===== config.mk =====
export PLATFORM = sky130hd
export DESIGN_NAME = tws_serial
export DESIGN_NICKNAME = d
export VERILOG_FILES = /design/src/core/tws_sync.v /design/src/core/tws_clkgen.v /design/src/core/tws_serial.v
export VERILOG_INCLUDE_DIRS = /design/src /design/src/core
export SDC_FILE = /design/constraint.sdc
export NUM_CORES = 1
export LEC_CHECK = 0
export BUFFER_PORTS_ARGS = -buffer_cell sky130_fd_sc_hd__buf_2
export CAP_MARGIN = 40
export CORE_ASPECT_RATIO = 0.6
export CORE_UTILIZATION = 40
export DETAILED_ROUTE_END_ITERATION = 16
export PLACE_DENSITY = 0.67
export SLEW_MARGIN = 25
export SYNTH_ARGS = -nofsm -noshare
export SYNTH_HDL_FRONTEND = slang
export SYNTH_SLANG_ARGS = --single-unit

===== constraint.sdc =====
create_clock -name clk_sys -period 4.5 [get_ports clk_sys]
set_clock_uncertainty 0.2 [all_clocks]
set_input_delay 0.9 -clock clk_sys [delete_from_list [all_inputs] [get_ports clk_sys]]
set_output_delay 0.9 -clock clk_sys [all_outputs]
set_load 0.01 [all_outputs]

===== src/core/tws_consts.vh =====
// constants for the three-wire serial pin and shift block
`ifndef TWS_CONSTS_VH
`define TWS_CONSTS_VH

// system clock period, ns
`define TWS_CLK_NS        25
// half period of the internally generated shift clock, ns
`define TWS_SCK_HALF_NS   1000
// half period in system clock cycles, rounded up
`define TWS_SCK_HALF_CYC  ((`TWS_SCK_HALF_NS + `TWS_CLK_NS - 1) / `TWS_CLK_NS)
// divider counter width
`define TWS_DIV_W         6
// shift register width and bit count per transfer
`define TWS_PSR_W         8
`define TWS_BIT_CNT       4'h8
`define TWS_CNT_W         4
// value given to the shift register at power-on; content counts as undefined
`define TWS_PSR_POR       8'h00
// idle level of the internal shift clock
`define TWS_SCK_IDLE      1'b1

`endif


===== src/core/tws_sync.v =====
// two-flop synchroniser for one asynchronous level
`timescale 1ns/1ps
module tws_sync (
	clk_sys,
	sys_rst,
	asyncIn,
	syncOut
);
	input  wire clk_sys;
	input  wire sys_rst;
	input  wire asyncIn;
	output wire syncOut;

	reg meta_r;
	reg sync_r;

	always @(posedge clk_sys or posedge sys_rst) begin
		if (sys_rst) begin
			// lines rest high, so no false edge follows reset
			meta_r <= 1'b1;
			sync_r <= 1'b1;
		end else begin
			meta_r <= asyncIn;
			sync_r <= meta_r;
		end
	end

	assign syncOut = sync_r;
endmodule // tws_sync


===== src/core/tws_clkgen.v =====
// divider giving one-cycle half-period ticks for the internal shift clock
`timescale 1ns/1ps
`include "tws_consts.vh"
module tws_clkgen (
	clk_sys,
	sys_rst,
	run,
	tick
);
	input  wire clk_sys;
	input  wire sys_rst;
	input  wire run;
	output wire tick;

	localparam integer          HALF_NUM  = `TWS_SCK_HALF_CYC - 1;
	localparam [`TWS_DIV_W-1:0] HALF_LAST = HALF_NUM[`TWS_DIV_W-1:0];

	reg [`TWS_DIV_W-1:0] divCnt_r;

	always @(posedge clk_sys or posedge sys_rst) begin
		if (sys_rst) begin
			divCnt_r <= {`TWS_DIV_W{1'b0}};
		end else if (!run || divCnt_r == HALF_LAST) begin
			divCnt_r <= {`TWS_DIV_W{1'b0}};
		end else begin
			divCnt_r <= divCnt_r + 1'b1;
		end
	end

	assign tick = run && (divCnt_r == HALF_LAST);
endmodule // tws_clkgen


===== src/core/tws_serial.v =====
// three-wire serial interface: pin states, shift register, halt and reset behaviour
// What this block does
// - external clock: await pin edges, output on falling, capture on rising
// - internal clock: drive generated shift clock on pin, shift on those edges
// - power-on reset makes all serial pins floating general-purpose inputs
// - power-on reset leaves shift register content undefined
// - clock-stop reset floats pins, shift register keeps its value
// - chip-enable reset floats pins, shift register keeps its value
// - during halt every serial pin keeps its configuration; data out still changes on shift edges that reach the pin
// - internal clock: halt stops shift clock generation at once
// - internal clock in halt: externally forced edges still shift data
// - external clock: halt does not interrupt the transfer
`timescale 1ns/1ps
`include "tws_consts.vh"
module tws_serial (
	clk_sys,
	sys_rst,
	clkStopRst,
	ceRst,
	haltActive,
	cfgWrite,
	cfgSerialEn,
	cfgExtClk,
	cfgTxEn,
	startReq,
	presetWrite,
	presetData,
	presetValue,
	waitReleaseFlag,
	xferDoneIrq,
	serialClockIn,
	serialClockOut,
	serialClockOe,
	serialOut,
	serialOutOe,
	serialIn
);
	input  wire                  clk_sys;
	input  wire                  sys_rst;
	input  wire                  clkStopRst;
	input  wire                  ceRst;
	input  wire                  haltActive;
	input  wire                  cfgWrite;
	input  wire                  cfgSerialEn;
	input  wire                  cfgExtClk;
	input  wire                  cfgTxEn;
	input  wire                  startReq;
	input  wire                  presetWrite;
	input  wire [`TWS_PSR_W-1:0] presetData;
	output wire [`TWS_PSR_W-1:0] presetValue;
	output wire                  waitReleaseFlag;
	output wire                  xferDoneIrq;
	input  wire                  serialClockIn;
	output wire                  serialClockOut;
	output wire                  serialClockOe;
	output wire                  serialOut;
	output wire                  serialOutOe;
	input  wire                  serialIn;

	// ==========================================================
	// state and configuration
	// ==========================================================
	localparam [1:0] ST_WAIT  = 2'h0;
	localparam [1:0] ST_SHIFT = 2'h1;
	localparam [1:0] ST_DONE  = 2'h2;

	reg [1:0]            state_r;
	reg [1:0]            state_nxt;
	reg                  serialEn_r;
	reg                  extClk_r;
	reg                  txEn_r;
	reg [`TWS_PSR_W-1:0] psr_r;
	reg [`TWS_PSR_W-1:0] psr_nxt;
	reg [`TWS_CNT_W-1:0] bitCnt_r;
	reg [`TWS_CNT_W-1:0] bitCnt_nxt;
	reg                  sckOut_r;
	reg                  soOut_r;
	reg                  sckPrev_r;
	reg                  done_r;
	reg                  clkOe_r;
	reg                  soOe_r;

	wire softRst = clkStopRst | ceRst;
	wire active  = (state_r == ST_SHIFT);
	wire cfgAccept = cfgWrite && !active && !haltActive;
	wire sckSync;
	wire siSync;
	wire genTick;
	wire sckRise;
	wire sckFall;

	// ==========================================================
	// pin input synchronisers
	// ==========================================================
	tws_sync uSckSync (
		.clk_sys (clk_sys),
		.sys_rst (sys_rst),
		.asyncIn (serialClockIn),
		.syncOut (sckSync)
	);

	tws_sync uSiSync (
		.clk_sys (clk_sys),
		.sys_rst (sys_rst),
		.asyncIn (serialIn),
		.syncOut (siSync)
	);

	// ==========================================================
	// internal shift clock generator
	// ==========================================================
	// generator halts with the processor; transfer must be over by then
	wire genRun = active && serialEn_r && !extClk_r && !haltActive;

	tws_clkgen uClkGen (
		.clk_sys (clk_sys),
		.sys_rst (sys_rst),
		.run     (genRun),
		.tick    (genTick)
	);

	always @(posedge clk_sys or posedge sys_rst) begin
		if (sys_rst) begin
			sckOut_r <= `TWS_SCK_IDLE;
		end else if (softRst) begin
			sckOut_r <= `TWS_SCK_IDLE;
		end else if (genTick) begin
			sckOut_r <= ~sckOut_r;
		end else if (!active && !haltActive) begin
			// wait: clock pin rests high; in halt it holds its level
			sckOut_r <= `TWS_SCK_IDLE;
		end
	end

	// ==========================================================
	// edge detection on the clock pin level
	// ==========================================================
	// the pin level is used in both modes, so forced edges also shift
	always @(posedge clk_sys or posedge sys_rst) begin
		if (sys_rst) begin
			sckPrev_r <= `TWS_SCK_IDLE;
		end else begin
			sckPrev_r <= sckSync;
		end
	end

	// ==========================================================
	// edge decode shared by both directions
	// ==========================================================
	function edgeSeen;
		input now;
		input prev;
		input rising;
		begin
			edgeSeen = rising ? (now && !prev) : (!now && prev);
		end
	endfunction

	assign sckRise = edgeSeen(sckSync, sckPrev_r, 1'b1);
	assign sckFall = edgeSeen(sckSync, sckPrev_r, 1'b0);

	// ==========================================================
	// configuration latch, cleared by every reset
	// ==========================================================
	always @(posedge clk_sys or posedge sys_rst) begin
		if (sys_rst) begin
			serialEn_r <= 1'b0;
			extClk_r   <= 1'b1;
			txEn_r     <= 1'b0;
		end else if (softRst) begin
			serialEn_r <= 1'b0;
			extClk_r   <= 1'b1;
			txEn_r     <= 1'b0;
		end else if (cfgAccept) begin
			serialEn_r <= cfgSerialEn;
			extClk_r   <= cfgExtClk;
			txEn_r     <= cfgTxEn;
		end
	end

	// ==========================================================
	// pin output enables, held through halt
	// ==========================================================
	always @(posedge clk_sys or posedge sys_rst) begin
		if (sys_rst) begin
			clkOe_r <= 1'b0;
			soOe_r  <= 1'b0;
		end else if (softRst) begin
			clkOe_r <= 1'b0;
			soOe_r  <= 1'b0;
		end else if (cfgAccept) begin
			clkOe_r <= cfgSerialEn && !cfgExtClk;
			soOe_r  <= cfgSerialEn && cfgTxEn;
		end
	end

	// ==========================================================
	// transfer sequencer
	// ==========================================================
	always @* begin
		state_nxt  = state_r;
		bitCnt_nxt = bitCnt_r;
		case (state_r)
			ST_WAIT: begin
				bitCnt_nxt = {`TWS_CNT_W{1'b0}};
				if (startReq && serialEn_r) begin
					state_nxt = ST_SHIFT;
				end
			end
			ST_SHIFT: begin
				// external mode keeps counting through halt
				if (sckRise) begin
					bitCnt_nxt = bitCnt_r + 1'b1;
					if (bitCnt_r == `TWS_BIT_CNT - 1'b1) begin
						state_nxt = ST_DONE;
					end
				end
			end
			ST_DONE: begin
				state_nxt = ST_WAIT;
			end
			default: begin
				state_nxt = ST_WAIT;
			end
		endcase
	end

	// ==========================================================
	// state registers
	// ==========================================================
	always @(posedge clk_sys or posedge sys_rst) begin
		if (sys_rst) begin
			state_r  <= ST_WAIT;
			bitCnt_r <= {`TWS_CNT_W{1'b0}};
		end else if (softRst) begin
			state_r  <= ST_WAIT;
			bitCnt_r <= {`TWS_CNT_W{1'b0}};
		end else begin
			state_r  <= state_nxt;
			bitCnt_r <= bitCnt_nxt;
		end
	end

	// ==========================================================
	// completion request, one cycle as shifting ends
	// ==========================================================
	always @(posedge clk_sys or posedge sys_rst) begin
		if (sys_rst) begin
			done_r <= 1'b0;
		end else if (softRst) begin
			done_r <= 1'b0;
		end else begin
			done_r <= (state_nxt == ST_DONE);
		end
	end

	// ==========================================================
	// presettable shift register and serial output
	// ==========================================================
	always @* begin
		psr_nxt = psr_r;
		if (softRst) begin
			psr_nxt = psr_r;
		end else if (active && sckRise) begin
			psr_nxt = {psr_r[`TWS_PSR_W-2:0], siSync};
		end else if (presetWrite && !active) begin
			psr_nxt = presetData;
		end
	end

	// only power-on touches the register; soft resets keep it
	always @(posedge clk_sys or posedge sys_rst) begin
		if (sys_rst) begin
			psr_r <= `TWS_PSR_POR;
		end else begin
			psr_r <= psr_nxt;
		end
	end

	// ==========================================================
	// serial data out
	// ==========================================================
	// serial out holds its last level outside transfers
	always @(posedge clk_sys or posedge sys_rst) begin
		if (sys_rst) begin
			soOut_r <= 1'b0;
		end else if (active && txEn_r && sckFall && !softRst) begin
			soOut_r <= psr_r[`TWS_PSR_W-1];
		end
	end

	// ==========================================================
	// pin drivers
	// ==========================================================
	assign serialClockOut  = sckOut_r;
	assign serialClockOe   = clkOe_r;
	assign serialOut       = soOut_r;
	assign serialOutOe     = soOe_r;
	assign presetValue     = psr_r;
	assign waitReleaseFlag = active;
	assign xferDoneIrq     = done_r;
endmodule // tws_serial


==> Yosys cells after proc, flatten, opt, wreduce, memory -nomap -nowiden <==
Cells that the tools add are included.
{ "totals": {"n_memories": 0, "rom_bits": 0, "wordCells": 85, "input_bits": 21, "output_inout_bits": 14, "reg_bits": 33, "mem_bits_rw": 0, "latch_bits": 0} }
{ "classes": {"n_bitwise": 3, "muxes": 25, "add_sub_neg": 2, "magnitude_cmp": 0, "multipliers": 0, "div": 0, "n_eq_ne": 5, "shifts": 0, "reduce_logical": 33} }
{ "op_table": {"columns": ["operator", "n"], "rows": [
  ["1-bit logical AND", 17],
  ["8-bit 2-to-1 mux", 2],
  ["1-bit 2-to-1 mux", 14],
  ["1-bit zero test", 8],
  ["2-bit 2-to-1 mux", 4],
  ["4-bit 2-to-1 mux", 2],
  ["4-bit case mux with 2 select lines", 1],
  ["6-bit by 1-bit adder with 6-bit output, second input constant", 1],
  ["6-bit equality test, second input constant", 1],
  ["6-bit 2-to-1 mux", 1],
  ["3-bit nonzero test", 2],
  ["4-bit by 1-bit adder with 4-bit output, second input constant", 1],
  ["4-bit by 3-bit equality test with 1-bit output, second input constant", 1],
  ["2-bit case mux with 2 select lines", 1],
  ["2-bit AND reduction", 2],
  ["2-bit nonzero test", 2],
  ["3-bit by 2-bit inequality test with 1-bit output, second input constant", 1],
  ["2-bit by 1-bit equality test with 1-bit output, second input constant", 1],
  ["2-bit equality test, second input constant", 1],
  ["2-bit zero test", 1],
  ["1-bit NOT", 2],
  ["1-bit logical OR", 1],
  ["1-bit OR", 1]
]} }

==> Longest topological paths before layout <==
{ "logic_depth": {"depth_word": 7, "depth_mapped": 6, "ltp_nobuf": 5} }

==> By module <==
From an unflattened synthesis, not the netlist that was laid out.
{ "unflattened": {"cells_unflattened": 131, "area_unflattened_um2": 1614.0} }
{ "modules_own_cells": {"columns": ["mod", "area_per_inst_um2", "cells_per_inst", "instances", "seq_area_each_um2"], "rows": [
  ["tws_serial", 1218.7, 99, 1, 579.3],
  ["tws_clkgen", 282.8, 26, 1, 150.1],
  ["tws_sync", 56.3, 3, 2, 52.6]
]} }

==> Least setup slack after synthesis <==
OpenSTA, ideal clock, no wires.
{ "synth_timing": {"path_kind": "input to register", "startpoint": "in ceRst", "endpoint": "reg soOut_r, in the netlist serialOut", "path_buffers": 1, "required_ns": 4.175, "setup_time_ns": 0.125, "slack_ns": 2.210, "t_arrival_ns": 1.965, "stages": 4, "cell_sequence": "or2_2 -> clkbuf_4 -> nor4_1 -> mux2_2"} }
{ "synth_via": {"elab_chain_len": 3} }
{ "synth_rtl": {"columns": ["item", "line_no", "rtl"], "rows": [
  ["start: declaration", "tws_serial.v:41", "input wire ceRst;"],
  ["1-bit OR", "tws_serial.v:83", "wire softRst = clkStopRst | ceRst;"],
  ["1-bit zero test", "tws_serial.v:287", "end else if (active && txEn_r && sckFall && !softRst) begin"],
  ["1-bit logical AND", "tws_serial.v:287", null],
  ["end signal: assignment", "tws_serial.v:288", "soOut_r <= psr_r[`TWS_PSR_W-1];"],
  ["end: declaration", "tws_serial.v:77", "reg soOut_r;"]
]} }
Every way passes these cells.
A chain may end at the register's enable or synchronous reset.

==> Worst setup path in the final report <==
{ "layout_timing": {"startpoint": "reg state_r[1]", "endpoint": "out waitReleaseFlag"} }
{ "layout_via": {"elab_chain_len": 1} }
{ "layout_rtl": {"columns": ["item", "line_no", "rtl"], "rows": [
  ["start: declaration", "tws_serial.v:67", "reg [1:0] state_r;"],
  ["start signal: assignment", "tws_serial.v:239", "state_r <= state_nxt;"],
  ["2-bit by 1-bit equality test with 1-bit output", "tws_serial.v:84", "wire active = (state_r == ST_SHIFT);"],
  ["end: declaration", "tws_serial.v:51", "output wire waitReleaseFlag;"]
]} }
Every way passes these cells.

==> impl_metrics.env <==
export IMPL_drv_slew=0
export IMPL_wl_um=3050
export IMPL_pwr_share_clk=0.339
export IMPL_setup_tns_ps=0
export IMPL_detail_route_antenna_nets=0
export IMPL_max_freq_mhz=429
export IMPL_wire_per_inst_um=14.0
export IMPL_synth_edf_count=0
export IMPL_start_kind="register"
export IMPL_synthArstFlopShare=1.00
export IMPL_post_place_ws_ps=1950
export IMPL_clk_pin_slew_worst_paths_ps=60
export IMPL_finalHoldViolations=0
export IMPL_regToRegSetupSlack_ps=2360
export IMPL_p_leak_nw=0.869
export IMPL_cpMaxStageDelayCell="dfrtp_1"
export IMPL_swShare=0.240
export IMPL_wl_met1_um=1450
export IMPL_post_cts_buffers=0
export IMPL_yosysUniqueCellTypes=38
export IMPL_fp_row_count=17
export IMPL_antenna_found_initial=0
export IMPL_arrival_ps=1230
export IMPL_crit_type="register to primary output"
export IMPL_grt_max_degree=33
export IMPL_r2r_start="state_r[0]"
export IMPL_grt_overflow=0
export IMPL_p_sw_uw=149
export IMPL_wl_met2_um=1380
export IMPL_relSlewSlack=0.592
export IMPL_vias=1113
export IMPL_drc=0
export IMPL_p_int_uw=469
export IMPL_cts_tree="built"
export IMPL_gp_congestion=0.831
export IMPL_yosysSeqAreaShare=0.517
export IMPL_cp_num_buf_inv=2
export IMPL_synth_cells=133
export IMPL_cts_inserted_buffers=5
export IMPL_worst_setup_path_end_kind="primary output"
export IMPL_ys_flop_type="dfrtp_1"
export IMPL_worstHoldPathCells=0
export IMPL_die_w_um=84.0
export IMPL_grtUsageTotal=0.166
export IMPL_drt_iter0_drc=98
export IMPL_cts_resized=0
export IMPL_worst_pin_slew_ps=612
export IMPL_cts_htree_levels=2
export IMPL_detailed_place_hpwl_um=2320
export IMPL_vias_per_cell=5.11
export IMPL_seqPwrFrac=0.533
export IMPL_grt_pass1_wl_um=5380
export IMPL_drv_cap=0
export IMPL_hp_start="uSiSync.meta_r"
export IMPL_clockBufferDepth=2
export IMPL_io_buffers=34
export IMPL_core_area_um2=3760
export IMPL_netlist_area_um2=1620
export IMPL_syn_area_per_cell_um2=12.1
export IMPL_finalNetCount=193
export IMPL_crit_required_ps=3400
export IMPL_reg2regPathDepth=4
export IMPL_reg2reg_to="presetValue[6]"
export IMPL_whs_ps=156
export IMPL_critPathMaxFanout=9
export IMPL_crit_family="flip-flops"
export IMPL_hold_path_end="uSiSync.syncOut"
export IMPL_io_pins=35
export IMPL_status="complete, no violations"
export IMPL_rsz0062_at_grt="no"
export IMPL_die_h_um=51.2
export IMPL_highest_layer="met4"
export IMPL_ys_ff_latch=33
export IMPL_pwr_share_comb=0.128
export IMPL_setup_viol=0
export IMPL_drive_gt1_frac=0.415
export IMPL_layout_worst_path_cycle_share=0.517
export IMPL_fin_crit_ps=2330
export IMPL_stdcell_area_um2=1890
export IMPL_hp_class="register to register"
export IMPL_power_density_nw_per_um2=326
export IMPL_hold_buffers=0
export IMPL_start_util=0.429
export IMPL_wl_met3_um=142
export IMPL_cts_sink_count=33
export IMPL_irDropWorstVdd_v=0.000157
export IMPL_place_area_um2=1810
export IMPL_path_cells="nand2b_4 -> inv_2 -> buf_2"
export IMPL_cts_root_buffer="clkbuf_8"
export IMPL_fin_ws_ps=2170
export IMPL_grt_pass1_vias=1136
export IMPL_dr_pass1_iters=4
export IMPL_insertion_delay_ps=280
export IMPL_post_route_util=0.503
export IMPL_dieArea_um2=4300
export IMPL_worst_path_largest_cell_delay_ps=470
export IMPL_syn_to_final_growth_pct=17.3
export IMPL_synth_warnings=0
export IMPL_synth_nets=156
export IMPL_diodes=0
power groups by stage:
| stage | clock (mW) | combinational (mW) | sequential (mW) |
|---|---|---|---|
| 2_1_floorplan | 0 | 0.0439 | 0.339 |
| 3_3_place_gp | 0 | 0.0781 | 0.333 |
| 3_5_place_dp | 0 | 0.0806 | 0.334 |
| 4_1_cts | 0.215 | 0.0808 | 0.329 |
| 5_1_grt | 0.229 | 0.0871 | 0.331 |
| 6_report | 0.209 | 0.0793 | 0.329 |
cell type report:
cell class | instances | area [µm²]
clock buffer | 7 | 76.3
fill | 311 | 1870
multi-input combinational | 92 | 731
clock inverter | 1 | 5.00
tap | 47 | 58.8
timing repair buffer | 35 | 178
sequential | 33 | 835
inverter | 3 | 11.3
cells in the mapped netlist, drive strengths merged (3+ instances only):
master	instances	share of area
inv	3	0.0070
nand2	8	0.019
nor2	17	0.050
mux2i	3	0.019
dfrtp	26	0.40
mux2	17	0.16
a21oi	6	0.026
dfstp	7	0.11
buf	3	0.017
nor3	4	0.012
nand3	8	0.025
nand2b	5	0.024
cell usage in the layout (no fill, tap or decap), types with 2 or more instances in the layout:
master    count
mux2_4       16
nor2_1       16
a21oi_1       5
xor2_1        2
nand4_1       2
nand2_1       8
xnor2_1       2
ha_1          2
o21ai_0       2
nor3_1        4
nand3_1       8
inv_1         2
clkbuf_8      5
clkbuf_1      2
a31oi_1       2
buf_2        34
dfstp_2       7
mux2i_1       3
dfrtp_1      26
nand2b_1      4
through the flow:
| step | std cells | power, mW |
|---|---|---|
| after CTS | 218 | 0.625 |
| final | 218 | 0.618 |
| after floorplan | 133 | 0.382 |
| after global routing | 218 | 0.647 |
| after global placement | 210 | 0.411 |
| after detailed placement | 210 | 0.415 |
registers in the layout (all words and copies together) (netlist names):
signal / count
presetValue: 8
uClkGen.divCnt_r: 6
bitCnt_r: 4
state_r: 2
extClk_r: 1
sckPrev_r: 1
serialClockOe: 1
serialClockOut: 1
serialEn_r: 1
serialOut: 1
serialOutOe: 1
txEn_r: 1
uSckSync.meta_r: 1
uSckSync.syncOut: 1
uSiSync.meta_r: 1
uSiSync.syncOut: 1
xferDoneIrq: 1
worst max path at each step:
stage / from / end / slack [ps] / depth (start not counted)
after floorplan: ceRst / serialOut / 2210 / 4
after global placement: ceRst / serialOut / 2040 / 4
after CTS: state_r[1] / waitReleaseFlag / 2170 / 3
after global routing: state_r[1] / waitReleaseFlag / 2070 / 3
final: state_r[1] / waitReleaseFlag / 2170 / 3
after detailed placement: ceRst / serialOut / 1950 / 4
kinds of logic (layout without fill, tap and decap cells):
family,count (synthesis),after routing,share of synthesized area
adders and majority gates,2,2,0.0155
DFF,33,33,0.517
AOI/OAI and AO/OA,13,13,0.0550
xor gates and xnor gates,4,4,0.0217
buffers and inverters,8,46,0.0310
muxes,20,20,0.174
and+or+nand+nor,53,53,0.186
layer usage:
metal | GRT usage | vias to the layer above
met5 | 0 | -
met3 | 0.0452 | 7
met1 | 0.217 | 541
li1 | - | 535
met4 | 0.103 | 0
met2 | 0.247 | 30
No activity file was read; power rests on OpenSTA's default activity.
